### config.mk
export PLATFORM = sky130hd
export DESIGN_NAME = tilt_modbus_server
export DESIGN_NICKNAME = d
export VERILOG_FILES = /design/src/rtl/tilt_modbus_server.v
export VERILOG_INCLUDE_DIRS = /design/src /design/src/rtl
export SDC_FILE = /design/constraint.sdc
export NUM_CORES = 1
export LEC_CHECK = 0
export ABC_AREA = 1
export CAP_MARGIN = 40
export CORE_MARGIN = 1
export CORE_UTILIZATION = 45
export CTS_BUF_LIST = sky130_fd_sc_hd__clkbuf_8 sky130_fd_sc_hd__clkbuf_16
export DETAILED_ROUTE_END_ITERATION = 8
export DONT_BUFFER_PORTS = 1
export GPL_TIMING_DRIVEN = 0
export PLACE_DENSITY = 0.67
export SLEW_MARGIN = 30
export SYNTH_ARGS = -nofsm -noshare
export SYNTH_HDL_FRONTEND = slang
export SYNTH_SLANG_ARGS = --single-unit
### constraint.sdc
create_clock -name clk -period 20 [get_ports clk]
set_input_delay 1 -clock clk [delete_from_list [all_inputs] [get_ports clk]]
set_output_delay 1 -clock clk [all_outputs]
set_load 0.005 [all_outputs]
### src/rtl/tilt_server_consts.vh
// Register map, field positions, defaults and timing for the tilt server
`ifndef TILT_SERVER_CONSTS_VH
`define TILT_SERVER_CONSTS_VH
// Register addresses
`define ADDR_TILT_X 16'h0001
`define ADDR_TILT_Y 16'h0002
`define ADDR_SIGNED_ANGLE 16'h0003
`define ADDR_FULL_ANGLE 16'h0004
`define ADDR_TEMPERATURE 16'h0005
`define ADDR_STATUS 16'h0006
`define ADDR_LINE_RATE 16'h000A
`define ADDR_PARITY 16'h000B
`define ADDR_STOP_BIT 16'h000C
`define ADDR_NODE_ID 16'h000D
`define ADDR_TERMINATION 16'h000E
`define ADDR_SMOOTHING 16'h000F
`define ADDR_X_ZERO 16'h0014
`define ADDR_X_PRESET 16'h0015
`define ADDR_X_OFFSET 16'h0016
`define ADDR_X_INVERT 16'h0017
`define ADDR_X_LIMIT 16'h0018
`define ADDR_Y_ZERO 16'h001E
`define ADDR_Y_PRESET 16'h001F
`define ADDR_Y_OFFSET 16'h0020
`define ADDR_Y_INVERT 16'h0021
`define ADDR_Y_LIMIT 16'h0022
`define ADDR_PART_ID 16'h0028
`define ADDR_SAVE_CFG 16'h0032
`define ADDR_RESTART 16'h0034
`define ADDR_LAST 16'h0034
// Reset values
`define RST_LINE_RATE 16'h0004
`define RST_PARITY 16'h0002
`define RST_STOP_BIT 16'h0001
`define RST_NODE_ID 16'h0064
`define RST_TERMINATION 16'h0001
`define RST_SMOOTHING 16'h0064
`define RST_INVERT 16'h0001
`define RST_X_LIMIT 16'h001E
`define RST_Y_LIMIT_1AX 16'h00B4
`define RST_Y_LIMIT_2AX 16'h001E
`define PART_ID_VALUE 16'h1234
// Codes
`define LINE_RATE_MAX 16'h0005
`define INVERT_OFF 16'h0001
`define INVERT_ON 16'h0002
`define SAVE_PATTERN 16'h5354
`define RESTART_PATTERN 16'h5253
`define FN_READ 8'h03
`define FN_WRITE 8'h06
`define FN_EXC_FLAG 8'h80
`define EXC_FUNCTION 8'h01
`define EXC_ADDRESS 8'h02
`define EXC_VALUE 8'h03
`define CRC_POLY 16'hA001
`define CRC_INIT 16'hFFFF
`define DEG_TO_HUNDREDTHS 32'd100
`define FULL_CIRCLE 17'd36000
// Status bits
`define ST_ERROR 0
`define ST_SINGLE_AXIS 1
`define ST_X_HIGH 10
// Frame timing: 3.5 characters of 11 bits
`define CLK_HZ 200000000
`define GAP_BITS_X2 77
`endif

### src/rtl/tilt_modbus_server.v
// Modbus RTU register server for a tilt-sensing unit
`timescale 1ns/1ps
`include "tilt_server_consts.vh"

module tilt_modbus_server (
    input wire clk,
    input wire reset,
    input wire single_axis,
    input wire [15:0] raw_angle_x,
    input wire [15:0] raw_angle_y,
    input wire [15:0] temp_celsius,
    input wire sensor_fault,
    input wire rx_valid,
    input wire [7:0] rx_byte,
    input wire bit_tick,
    input wire tx_ready,
    output reg tx_valid,
    output reg [7:0] tx_byte,
    output reg [15:0] active_rate_code,
    output reg [15:0] active_parity_code,
    output reg [15:0] active_stop_code,
    output reg save_pulse,
    output reg restart_pulse
);
    localparam S_RX = 3'd0;
    localparam S_CHECK = 3'd1;
    localparam S_EXEC = 3'd2;
    localparam S_TX = 3'd3;
    localparam S_TXCRC = 3'd4;
    localparam S_CRCSTEP = 3'd5;

    reg [2:0] state;
    reg [7:0] rx_buf [0:7];
    reg [3:0] rx_cnt;
    reg [6:0] gap_cnt;
    reg [15:0] crc;
    reg [3:0] crc_bit;
    reg [7:0] tx_buf [0:4];
    reg [6:0] tx_len;
    reg [6:0] tx_idx;
    reg [15:0] rd_addr;
    reg tx_crc_hi;
    reg restart_after;
    reg [15:0] line_rate_code, parity_code, stop_bit_code, node_id;
    reg [15:0] line_termination, smoothing, x_offset_value, y_offset_value;
    reg [15:0] x_invert, y_invert, x_limit, y_limit, active_node;
    reg y_limit_set;
    wire [15:0] req_addr = {rx_buf[2], rx_buf[3]};
    wire [15:0] req_data = {rx_buf[4], rx_buf[5]};
    wire [15:0] frame_crc = {rx_buf[7], rx_buf[6]};
    wire [16:0] last_addr = {1'b0, req_addr} + {1'b0, req_data} - 17'd1;

    // Inversion applied before offset, as preset math expects it
    wire [15:0] inv_x = (x_invert == `INVERT_ON) ? -raw_angle_x : raw_angle_x;
    wire [15:0] inv_y = (y_invert == `INVERT_ON) ? -raw_angle_y : raw_angle_y;
    wire [15:0] cor_x = inv_x + x_offset_value;
    wire [15:0] cor_y = inv_y + y_offset_value;
    // Limit in hundredths of a degree
    wire [15:0] x_lim_h = x_limit * 16'h0064;
    wire x_high = $signed(cor_x) > $signed(x_lim_h);
    wire x_low = $signed(cor_x) < -$signed(x_lim_h);
    // Clamp only the signed form; the full circle keeps the true value
    wire [15:0] signed_ang = x_high ? x_lim_h :
        (x_low ? -x_lim_h : cor_x);
    wire [16:0] wrap = {1'b0, cor_x} + `FULL_CIRCLE;
    wire [15:0] full_ang = cor_x[15] ? wrap[15:0] : cor_x;
    wire [15:0] status_word = ({15'h0000, sensor_fault | x_high | x_low}
        << `ST_ERROR) | ({15'h0000, single_axis} << `ST_SINGLE_AXIS)
        | ({15'h0000, x_high} << `ST_X_HIGH);

    // Register read mux; unknown and write-only addresses read zero
    reg [15:0] rd_data;
    always @* begin
        case (rd_addr)
            `ADDR_TILT_X: rd_data = single_axis ? 16'h0000 : cor_x;
            `ADDR_TILT_Y: rd_data = single_axis ? 16'h0000 : cor_y;
            `ADDR_SIGNED_ANGLE: rd_data = signed_ang;
            `ADDR_FULL_ANGLE: rd_data = full_ang;
            `ADDR_TEMPERATURE: rd_data = temp_celsius;
            `ADDR_STATUS: rd_data = status_word;
            `ADDR_LINE_RATE: rd_data = line_rate_code;
            `ADDR_PARITY: rd_data = parity_code;
            `ADDR_STOP_BIT: rd_data = stop_bit_code;
            `ADDR_NODE_ID: rd_data = node_id;
            `ADDR_TERMINATION: rd_data = line_termination;
            `ADDR_SMOOTHING: rd_data = smoothing;
            `ADDR_X_OFFSET: rd_data = x_offset_value;
            `ADDR_X_INVERT: rd_data = x_invert;
            `ADDR_X_LIMIT: rd_data = x_limit;
            `ADDR_Y_OFFSET: rd_data = y_offset_value;
            `ADDR_Y_INVERT: rd_data = y_invert;
            `ADDR_Y_LIMIT: rd_data = y_limit_set ? y_limit :
                (single_axis ? `RST_Y_LIMIT_1AX : `RST_Y_LIMIT_2AX);
            `ADDR_PART_ID: rd_data = `PART_ID_VALUE; // Arbitrary value
            default: rd_data = 16'h0000;
        endcase
    end

    // Write address check: mapped writable registers
    reg wr_mapped;
    reg wr_value_ok;
    always @* begin
        wr_value_ok = 1'b1;
        case (req_addr)
            `ADDR_LINE_RATE: begin
                wr_mapped = 1'b1;
                wr_value_ok = req_data <= `LINE_RATE_MAX;
            end
            `ADDR_X_INVERT, `ADDR_Y_INVERT: begin
                wr_mapped = 1'b1;
                wr_value_ok = (req_data == `INVERT_ON) ||
                    (req_data == `INVERT_OFF);
            end
            `ADDR_SAVE_CFG: begin
                wr_mapped = 1'b1;
                wr_value_ok = req_data == `SAVE_PATTERN;
            end
            `ADDR_RESTART: begin
                wr_mapped = 1'b1;
                wr_value_ok = req_data == `RESTART_PATTERN;
            end
            `ADDR_PARITY, `ADDR_STOP_BIT, `ADDR_NODE_ID, `ADDR_TERMINATION,
            `ADDR_SMOOTHING, `ADDR_X_ZERO, `ADDR_X_PRESET, `ADDR_X_LIMIT,
            `ADDR_Y_ZERO, `ADDR_Y_PRESET, `ADDR_Y_LIMIT: wr_mapped = 1'b1;
            default: wr_mapped = 1'b0;
        endcase
    end

    // Byte to transmit from header buffer or register words
    reg [7:0] tx_pick;
    always @* begin
        if (rx_buf[1] == `FN_READ && tx_buf[1] == `FN_READ && tx_idx >= 7'd3)
            tx_pick = tx_idx[0] ? rd_data[15:8] : rd_data[7:0];
        else
            tx_pick = tx_buf[tx_idx[2:0]];
    end

    // Main sequencer: receive, check, execute, answer
    always @(posedge clk or posedge reset) begin
        if (reset) begin
            state <= S_RX;
            rx_cnt <= 4'h0;
            gap_cnt <= 7'h00;
            crc <= `CRC_INIT;
            crc_bit <= 4'h0;
            tx_len <= 7'h00;
            tx_idx <= 7'h00;
            rd_addr <= 16'h0000;
            tx_crc_hi <= 1'b0;
            restart_after <= 1'b0;
            tx_valid <= 1'b0;
            tx_byte <= 8'h00;
            save_pulse <= 1'b0;
            restart_pulse <= 1'b0;
            line_rate_code <= `RST_LINE_RATE;
            parity_code <= `RST_PARITY;
            stop_bit_code <= `RST_STOP_BIT;
            node_id <= `RST_NODE_ID;
            active_node <= `RST_NODE_ID;
            active_rate_code <= `RST_LINE_RATE;
            active_parity_code <= `RST_PARITY;
            active_stop_code <= `RST_STOP_BIT;
            line_termination <= `RST_TERMINATION;
            smoothing <= `RST_SMOOTHING;
            x_offset_value <= 16'h0000;
            y_offset_value <= 16'h0000;
            x_invert <= `RST_INVERT;
            y_invert <= `RST_INVERT;
            x_limit <= `RST_X_LIMIT;
            y_limit <= 16'h0000;
            y_limit_set <= 1'b0;
            tx_buf[0] <= 8'h00;
            tx_buf[1] <= 8'h00;
            tx_buf[2] <= 8'h00;
            tx_buf[3] <= 8'h00;
            tx_buf[4] <= 8'h00;
        end else begin
            save_pulse <= 1'b0;
            restart_pulse <= 1'b0;
            case (state)
                S_RX: begin
                    if (rx_valid) begin
                        gap_cnt <= 7'h00;
                        if (rx_cnt < 4'd8)
                            rx_buf[rx_cnt[2:0]] <= rx_byte;
                        if (rx_cnt != 4'hF)
                            rx_cnt <= rx_cnt + 4'd1;
                    end else if (bit_tick && rx_cnt != 4'h0) begin
                        // Half-bit ticks: 77 halves is 3.5 chars
                        if (gap_cnt == `GAP_BITS_X2 - 1) begin
                            gap_cnt <= 7'h00;
                            state <= S_CHECK;
                            crc <= `CRC_INIT;
                            tx_idx <= 7'h00;
                            crc_bit <= 4'h0;
                        end else
                            gap_cnt <= gap_cnt + 7'd1;
                    end
                end
                S_CHECK: begin
                    // Bitwise CRC over the first six bytes
                    if (rx_cnt != 4'd8 || rx_buf[0] != active_node[7:0]) begin
                        rx_cnt <= 4'h0;
                        state <= S_RX;
                    end else if (tx_idx == 7'd6) begin
                        if (crc == frame_crc)
                            state <= S_EXEC;
                        else begin
                            rx_cnt <= 4'h0;
                            state <= S_RX;
                        end
                    end else begin
                        // Steps 1 to 8 each shift; the eighth moves on
                        if (crc_bit == 4'd0)
                            crc <= crc ^ {8'h00, rx_buf[tx_idx[2:0]]};
                        else
                            crc <= crc[0] ? ((crc >> 1) ^ `CRC_POLY)
                                : (crc >> 1);
                        crc_bit <= (crc_bit == 4'd8) ? 4'd0 : crc_bit + 4'd1;
                        if (crc_bit == 4'd8)
                            tx_idx <= tx_idx + 7'd1;
                    end
                end
                S_EXEC: begin
                    tx_buf[0] <= rx_buf[0];
                    tx_buf[1] <= rx_buf[1];
                    tx_idx <= 7'h00;
                    crc <= `CRC_INIT;
                    crc_bit <= 4'h0;
                    rx_cnt <= 4'h0;
                    state <= S_TX;
                    if (rx_buf[1] == `FN_READ) begin
                        if (req_data == 16'h0000 || last_addr >
                            {1'b0, `ADDR_LAST}) begin
                            tx_buf[1] <= rx_buf[1] | `FN_EXC_FLAG;
                            tx_buf[2] <= `EXC_ADDRESS;
                            tx_len <= 7'd3;
                        end else begin
                            tx_buf[2] <= {req_data[6:0], 1'b0};
                            rd_addr <= req_addr;
                            tx_len <= {req_data[5:0], 1'b0} + 7'd3;
                        end
                    end else if (rx_buf[1] == `FN_WRITE) begin
                        tx_buf[2] <= rx_buf[2];
                        tx_buf[3] <= rx_buf[3];
                        tx_buf[4] <= rx_buf[4];
                        tx_len <= 7'd6;
                        if (!wr_mapped) begin
                            tx_buf[1] <= rx_buf[1] | `FN_EXC_FLAG;
                            tx_buf[2] <= `EXC_ADDRESS;
                            tx_len <= 7'd3;
                        end else if (!wr_value_ok) begin
                            tx_buf[1] <= rx_buf[1] | `FN_EXC_FLAG;
                            tx_buf[2] <= `EXC_VALUE;
                            tx_len <= 7'd3;
                        end else begin
                            case (req_addr)
                                `ADDR_LINE_RATE: line_rate_code <= req_data;
                                `ADDR_PARITY: parity_code <= req_data;
                                `ADDR_STOP_BIT: stop_bit_code <= req_data;
                                `ADDR_NODE_ID: node_id <= req_data;
                                `ADDR_TERMINATION: line_termination <= req_data;
                                `ADDR_SMOOTHING: smoothing <= req_data;
                                `ADDR_X_ZERO: x_offset_value <= -inv_x;
                                `ADDR_X_PRESET:
                                    x_offset_value <= req_data - inv_x;
                                `ADDR_Y_ZERO: y_offset_value <= -inv_y;
                                `ADDR_Y_PRESET:
                                    y_offset_value <= req_data - inv_y;
                                `ADDR_X_INVERT: x_invert <= req_data;
                                `ADDR_Y_INVERT: y_invert <= req_data;
                                `ADDR_X_LIMIT: x_limit <= req_data;
                                `ADDR_Y_LIMIT: begin
                                    y_limit <= req_data;
                                    y_limit_set <= 1'b1;
                                end
                                `ADDR_SAVE_CFG: save_pulse <= 1'b1;
                                `ADDR_RESTART: restart_after <= 1'b1;
                                default: save_pulse <= 1'b0;
                            endcase
                        end
                    end else begin
                        tx_buf[1] <= rx_buf[1] | `FN_EXC_FLAG;
                        tx_buf[2] <= `EXC_FUNCTION;
                        tx_len <= 7'd3;
                    end
                end
                S_TX: begin
                    // Present a byte, fold it into the check on handshake
                    if (!tx_valid) begin
                        if (tx_idx == tx_len) begin
                            tx_crc_hi <= 1'b0;
                            tx_byte <= crc[7:0];
                            tx_valid <= 1'b1;
                            state <= S_TXCRC;
                        end else begin
                            tx_byte <= (tx_buf[1] == `FN_WRITE &&
                                tx_idx == 7'd5) ? rx_buf[5] : tx_pick;
                            tx_valid <= 1'b1;
                        end
                    end else if (tx_ready) begin
                        tx_valid <= 1'b0;
                        crc <= crc ^ {8'h00, tx_byte};
                        crc_bit <= 4'd1;
                        state <= S_CRCSTEP;
                    end
                end
                S_CRCSTEP: begin
                    crc <= crc[0] ? ((crc >> 1) ^ `CRC_POLY) : (crc >> 1);
                    if (crc_bit == 4'd8) begin
                        crc_bit <= 4'h0;
                        tx_idx <= tx_idx + 7'd1;
                        if (tx_idx[0] == 1'b0 && tx_idx >= 7'd4)
                            rd_addr <= rd_addr + 16'd1;
                        state <= S_TX;
                    end else
                        crc_bit <= crc_bit + 4'd1;
                end
                S_TXCRC: begin
                    if (tx_ready) begin
                        if (!tx_crc_hi) begin
                            tx_crc_hi <= 1'b1;
                            tx_byte <= crc[15:8];
                        end else begin
                            tx_valid <= 1'b0;
                            state <= S_RX;
                            if (restart_after) begin
                                // Stored settings take effect after echo
                                restart_after <= 1'b0;
                                restart_pulse <= 1'b1;
                                active_node <= node_id;
                                active_rate_code <= line_rate_code;
                                active_parity_code <= parity_code;
                                active_stop_code <= stop_bit_code;
                            end
                        end
                    end
                end
                default: state <= S_RX;
            endcase
        end
    end
endmodule // tilt_modbus_server

==> qor.yml, run 1 <==
logic_synthesis:
  yosys.area.top_type: "dfrtp_1"
  syn_inst: 3780
  synth_cell_types: 59
  netlist_area_sq_um: 28650
  synth_edf_count: 64
  synth_area_leaders: "dfrtp_1 29%, nand2_1 9.7%, inv_1 7.7%"
  ys_seq_area_frac: 0.3884
  synthArstFlopShare: 0.8512
  syn_nets: 4025
  yosysTopAreaCellShare: 0.2865
  synth_warnings: 0
  syn_avg_cell_area_sq_um: 7.579
  synth_ff_type: "dfrtp_1"
  ys_seq_elements: 430
grt:
  grtUsageTotal: 0.3391
  antenna_found_initial: 4
  grt-ovfl-total: 0
  grt_pass1_wl_um: 162100
  grt_pass1_vias: 25150
  grt_max_degree: 90
critical_path:
  arrival_ns: 7.72
  crit_path_end_kind: "flop"
  critPathLaunchType: "flop"
  cpMostUsedCell: "nand2_1"
  r2r_slack_ns: 12.78
  crit_required_ns: 20.50
  cp_max_fo: 11
  reg2reg_depth: 37
  cpPeakStageDelay_ns: 0.48
  critPathKind: "reg2reg"
  r2r_start: "x_invert[14]"
  crit_slowest_cell: "o21ai_0"
  worstReg2RegEnd: "tx_byte[6]"
  worstPathBufferInverterCount: 8
  crit_family: "simple AND/OR/NAND/NOR gates"
floorplan:
  design.core.area_sq_um: 62970
  die_y_um: 254.3
  die_x_um: 254.3
  ios: 122
  rows: 92
  start_util: 0.4550
  dieArea_sq_um: 64680
cts:
  cts_made_buffers: 50
  clock_sinks: 430
  tritoncts: "done"
  holdBufCountCts: 0
  clock_latency_ns: 0.62
  postCtsSetupBuffers: 0
  clk_pin_slew_ns: 0.06
  cts.path.max_buffers: 3
  cts-root-buf: "clkbuf_16"
  h-tree-depth: 2
  cts_resized: 0
sta:
  whs_ns: 0.2678
  tns_ns: 0
  clock.fmax_ghz: 0.1385
  fin_crit_ns: 7.221
  period_share: 0.3611
  rsz0062_at_grt: "false"
  worst_slack_ns: 12.78
  worst_pin_slew_ns: 0.9236
  relSlewSlack: 0.3805
  final.setup_skew_ns: 0.03232
  setup_viol_count_final: 0
  maxSlewViolCount: 0
  final-hold-violation-count: 0
route:
  first_pass_iters: 8
  routed_wirelength_um: 110900
  avgRoutedWirePerCell_um: 23.43
  via_count: 27450
  vias_per_cell: 5.799
  drc: 0
  ant_nets: 0
  initialDrtViolationCount: 3035
placed_design:
  placedCellCount: 4637
  portBuffers: 0
  place.gp.congestion: 1.066
  dp_hpwl_um: 86610
  place_ws_ns: 12.74
finish:
  finalNonFillerCells: 4734
  mostFrequentLayoutCells: "743 x nand2_1, 596 x inv_1, 328 x dfrtp_1"
  utilization: 0.5029
  drive_gt1_frac: 0.06303
  syn2layout_area_growth_pct: 10.53
  final_common_cell: "nand2_1"
  nets: 4090
worst_hold_path:
  min_path_type: "in2async"
power_and_ir_drop:
  pwr_density_cell_nw_per_um2: 92.40
  ir_drop_mv: 0.08084
  leakagePower_nw: 15.49
job:
  cap_violations: 0
status:
  status: "completed"
state kept, by name, indices dropped and copies added (netlist names), 8 cells and up:
signal,count
active_rate_code,16
rd_addr,16
y_invert,16
tx_buf,40
tx_byte,8
rx_buf,64
stop_bit_code,16
line_rate_code,16
crc,16
active_node,8
x_invert,16
y_offset_value,16
active_stop_code,16
parity_code,16
smoothing,16
active_parity_code,16
x_offset_value,16
node_id,16
y_limit,16
x_limit,16
line_termination,16
final cells by class:
cell class,count,area (sq um)
Antenna cell,1,2.502
Timing Repair Buffer,13,200.2
Clock inverter,39,342.8
Inverter,599,2256
Sequential cell,430,11130
Multi-Input combinational cell,2639,14890
Tap cell,846,1059
Fill cell,6166,31300
Buffer,112,460.4
Clock buffer,55,1331
cell usage after synthesis, types with 9 or more instances:
master,count
o22ai_1,24
xor2_1,89
inv_1,584
a211oi_1,11
o21ai_0,281
o221ai_1,10
a21oi_1,254
o21ai_1,81
o211ai_1,23
o31ai_1,9
or2_2,16
xnor2_1,40
dfrtp_1,328
nand2_1,743
ha_1,169
edfxtp_1,64
nor2_1,317
nor4_1,28
mux2_2,31
mux2i_1,9
dfstp_2,38
nand4_1,60
fa_1,13
a22oi_1,36
clkbuf_1,86
nor3_1,80
nand3_1,199
buf_2,21
a221oi_1,18
worst reg2reg max path, delay by kind of cell, from the launching register on:
| kind | cells | cell delay [ns] |
|---|---|---|
| AO/OA/AOI/OAI | 7 | 1.34 |
| AND/OR/NAND/NOR | 19 | 2.52 |
| flip-flops | 1 | 0.39 |
| adder cells (fa/ha/maj) | 2 | 0.74 |
| buffers and inverters | 8 | 1.83 |
| XOR/XNOR | 1 | 0.30 |
cells by family (layout without fill, tap and decap cells):
group                      count (synthesis)  in the layout  share of synthesized area
and+or+nand+nor                         1482           1482                     0.2211
AOI/OAI and AO/OA                        806            806                     0.1588
buffers and inverters                    711            818                    0.09407
DFF                                      430            430                     0.3884
adders and majority gates                182            182                    0.08289
xor gates and xnor gates                 129            129                    0.03944
muxes                                     40             40                    0.01533
other                                      0              1                          0
per-stage QoR:
stage / power [W] / cell area (sq um)
2_1_floorplan: 0.001662 / 28650
3_3_place_gp: 0.001946 / 29710
3_5_place_dp: 0.001961 / 29980
4_1_cts: 0.002902 / 31650
5_1_grt: 0.003059 / 31660
6_report: 0.002926 / 31670
routing by layer:
metal,wire length (um),vias up,global-route usage
met4,6406,6,0.1721
li1,-,12700,-
met2,48850,1320,0.5221
met3,9843,271,0.05042
met5,34,-,0
met1,45760,13160,0.4631
power breakdown:
group	switching, W	total (W)	leakage, nW	internal, W
combinational	0.000598	0.000862	9.32	0.000264
sequential	0.000109	0.00112	5.30	0.00101
clock	0.000402	0.000946	0.869	0.000544
total	0.00111	0.00293	15.5	0.00182
worst max path at each step:
stage | start | to | slack [ns] | cells after the start
after floorplan | reset | active_node[0] | 8.90 | 1
after global placement | reset | y_offset_value[10] | 4.20 | 1
after detailed placement | raw_angle_x[0] | tx_byte[6] | 12.74 | 39
after CTS | x_invert[14] | tx_byte[6] | 12.92 | 37
after global routing | x_invert[5] | tx_byte[0] | 12.03 | 35
final | x_invert[14] | tx_byte[6] | 12.78 | 37
Power figures use the tool's default switching activity.
==> inputs of run 2 (changes only) <==
clock period = 6.8 ns   (was 20 ns; I/O delays follow)
==> run 2 against run 1 <==
Effect of this change: clock skew fell by 0.0093 ns; core utilization rose by 0.53 points; combinational power rose to 3.0 times the previous value; worst hold slack got worse by 0.25 ns; wire length rose by 1.2%; via count barely moved; register-to-register slack got worse by 12 ns; final area rose by 1.0%; sequential cell count did not move; die area did not move; sequential share of layout area fell by 0.36 points; largest power group unchanged; highest routed layer is now met4.
==> qor.yml, run 2 (synthesis gave the netlist of run 1 again) <==
critical_path:
  critPathKind: "reg2reg"
  crit_required_ns: 7.36  # -13.14 ns
  crit_slowest_cell: "dfstp_2"
  cpMostUsedCell: "nand2_1"
  reg2reg_depth: 37  # unchanged
  arrival_ns: 6.80  # -0.92 ns
  cpPeakStageDelay_ns: 0.55  # +0.07 ns
  crit_path_end_kind: "flop"
  r2r_slack_ns: 0.55  # -12.23 ns
  critPathLaunch: "x_invert[0]"
  critPathLaunchType: "flop"
  r2r_start: "x_invert[0]"
  worstReg2RegEnd: "tx_byte[5]"
  cp_max_fo: 10  # -1
cts:
  cts.path.max_buffers: 3  # unchanged
  h-tree-depth: 2  # unchanged
  clock_latency_ns: 0.61  # about the same
  clk_pin_slew_ns: 0.07  # about the same
  postCtsSetupBuffers: 0  # unchanged
  cts_made_buffers: 47  # -6.0%
  cts-root-buf: "clkbuf_16"
  tritoncts: "done"
  clock_sinks: 430  # unchanged
sta:
  fin_crit_ns: 6.250  # -0.9716 ns
  period_share: 0.9191  # +0.5580
  maxSlewViolCount: 0  # unchanged
  worst_slack_ns: 0.5504  # -12.23 ns
  final-hold-violation-count: 0  # unchanged
  worst_pin_slew_ns: 0.9358  # +0.01224 ns
  clock.fmax_ghz: 0.1600  # +16%
  relSlewSlack: 0.3695  # -0.01095
  final.setup_skew_ns: 0.02302  # -0.009300 ns
  setup_viol_count_final: 0  # unchanged
floorplan:
  design.core.area_sq_um: 62970  # unchanged
  rows: 92  # unchanged
  die_x_um: 254.3  # unchanged
  dieArea_sq_um: 64680  # unchanged
  start_util: 0.4550  # unchanged
  die_y_um: 254.3  # unchanged
  ios: 122  # unchanged
route:
  routed_wirelength_um: 112200  # +1.2%
  vias_per_cell: 5.779  # -0.35%
  drc: 0  # unchanged
  via_count: 27480  # +0.087%
  first_pass_iters: 6  # -2
  initialDrtViolationCount: 2879  # -5.1%
  ant_nets: 0  # unchanged
  avgRoutedWirePerCell_um: 23.59  # +0.71%
grt:
  grt_max_degree: 31  # -66%
  grt-ovfl-total: 0  # unchanged
  grt_pass1_wl_um: 163000  # +0.58%
  grt_pass1_vias: 25370  # +0.87%
  antenna_found_initial: 0  # -4
  grtUsageTotal: 0.3432  # +0.004052
finish:
  largest_register_ffs: 64  # unchanged
  final_common_cell: "nand2_1"
  utilization: 0.5082  # +0.005266
  regArea_sq_um: 11130  # unchanged
  nFillCells: 6242  # +1.2%
  nets: 4114  # +0.59%
  mostFrequentLayoutCells: "741 x nand2_1, 596 x inv_1, 328 x dfrtp_1"
  final_area_sq_um: 32000  # +1.0%
  multi_input_comb_area_sq_um: 14970  # +0.59%
  drive_gt1_frac: 0.07115  # +0.008124
  syn2layout_area_growth_pct: 11.69
worst_hold_path:
  min_path_type: "in2reg"
  min_path_cells: 4
  hp-start: "bit_tick"
  min_to: "gap_cnt[6]"
placed_design:
  place.gp.congestion: 1.047  # -1.8%
  portBuffers: 0  # unchanged
  dpl_cell_area_sq_um: 30160  # +0.62%
  place_ws_ns: -0.4315  # -13.17 ns
  dp_hpwl_um: 88340  # +2.0%
power_and_ir_drop:
  fin_total_pwr_w: 0.008459  # +190%
  leakagePower_nw: 15.63  # +0.89%
  ir_drop_mv: 0.2398  # +200%
  pwr_density_cell_nw_per_um2: 264.3  # +190%
status:
  status: "completed"
job:
  cap_violations: 0  # unchanged
run 2: changes by cell type in the layout (fill, tap and decap cells not counted), sizes merged:
cell and delta:
buf +14, bufinv -2, clkbuf +3, clkdlybuf4s15 -1, clkdlybuf4s18 -1, clkinv -6
clkinvlp +2, diode +1, dlygate4sd3 +12, inv -1
run 2: repair_timing:
action | CTS | global route
gates resized for setup | 5 | 28
cloned | 0 | 0
hold endpoints to repair | 110 | 0
endpoints found under the setup margin | 8 | 8
pin swaps | 0 | 0
hold buffers | 12 | 0
run 2: final cells by class:
class	instances	area share
Inverter	599	0.07038
Clock buffer	55	0.04055
Antenna cell	2	0.0001564
Buffer	112	0.01478
Clock inverter	32	0.007820
Sequential cell	430	0.3478
Tap cell	846	0.03308
Timing Repair Buffer	40	0.01748
Multi-Input combinational cell	2639	0.4680
run 2: worst max path at each step:
stage                          to  slack (ns)  cells past startpoint
2_1_floorplan          tx_byte[6]        1.57                     34
3_3_place_gp   y_offset_value[13]       -0.68                      1
3_5_place_dp           tx_byte[6]       -0.43                     37
4_1_cts                tx_byte[4]       0.009                     36
5_1_grt                tx_byte[7]       -0.03                     35
6_report               tx_byte[5]        0.55                     37
run 2: critical path: cells and delay by family, from the launching register on:
kind | cells | cell delay [ns]
fa+ha+maj | 2 | 0.79
simple gates | 27 | 3.57
compound gates | 2 | 0.30
buf+inv | 6 | 0.97
flops | 1 | 0.55
run 2: layer usage:
| metal | routed length, um | vias to the layer above | track usage |
|---|---|---|---|
| met4 | 5697 | 0 | 0.1682 |
| met1 | 46070 | 13190 | 0.4579 |
| met3 | 9763 | 266 | 0.05838 |
| met2 | 50650 | 1287 | 0.5383 |
| li1 | - | 12740 | - |
| met5 | 0 | - | 0 |
run 2: report_power, final:
part	leakage (nW)	internal, W	total [W]	switching (W)
Clock	0.808	0.00148	0.00261	0.00113
Sequential	5.30	0.00297	0.00329	0.000322
Combinational	9.52	0.000795	0.00256	0.00177
Total	15.6	0.00524	0.00846	0.00322
run 2: stage by stage:
stage	instances	TNS (ns)	hold slack, ns
after floorplan	3780	0	0.4361
after global placement	4626	-199.17	0.4394
after detailed placement	4647	-2.251	0.2303
after CTS	4746	0	0.006207
after global routing	4753	-0.04117	0.03855
final	4755	0	0.01798
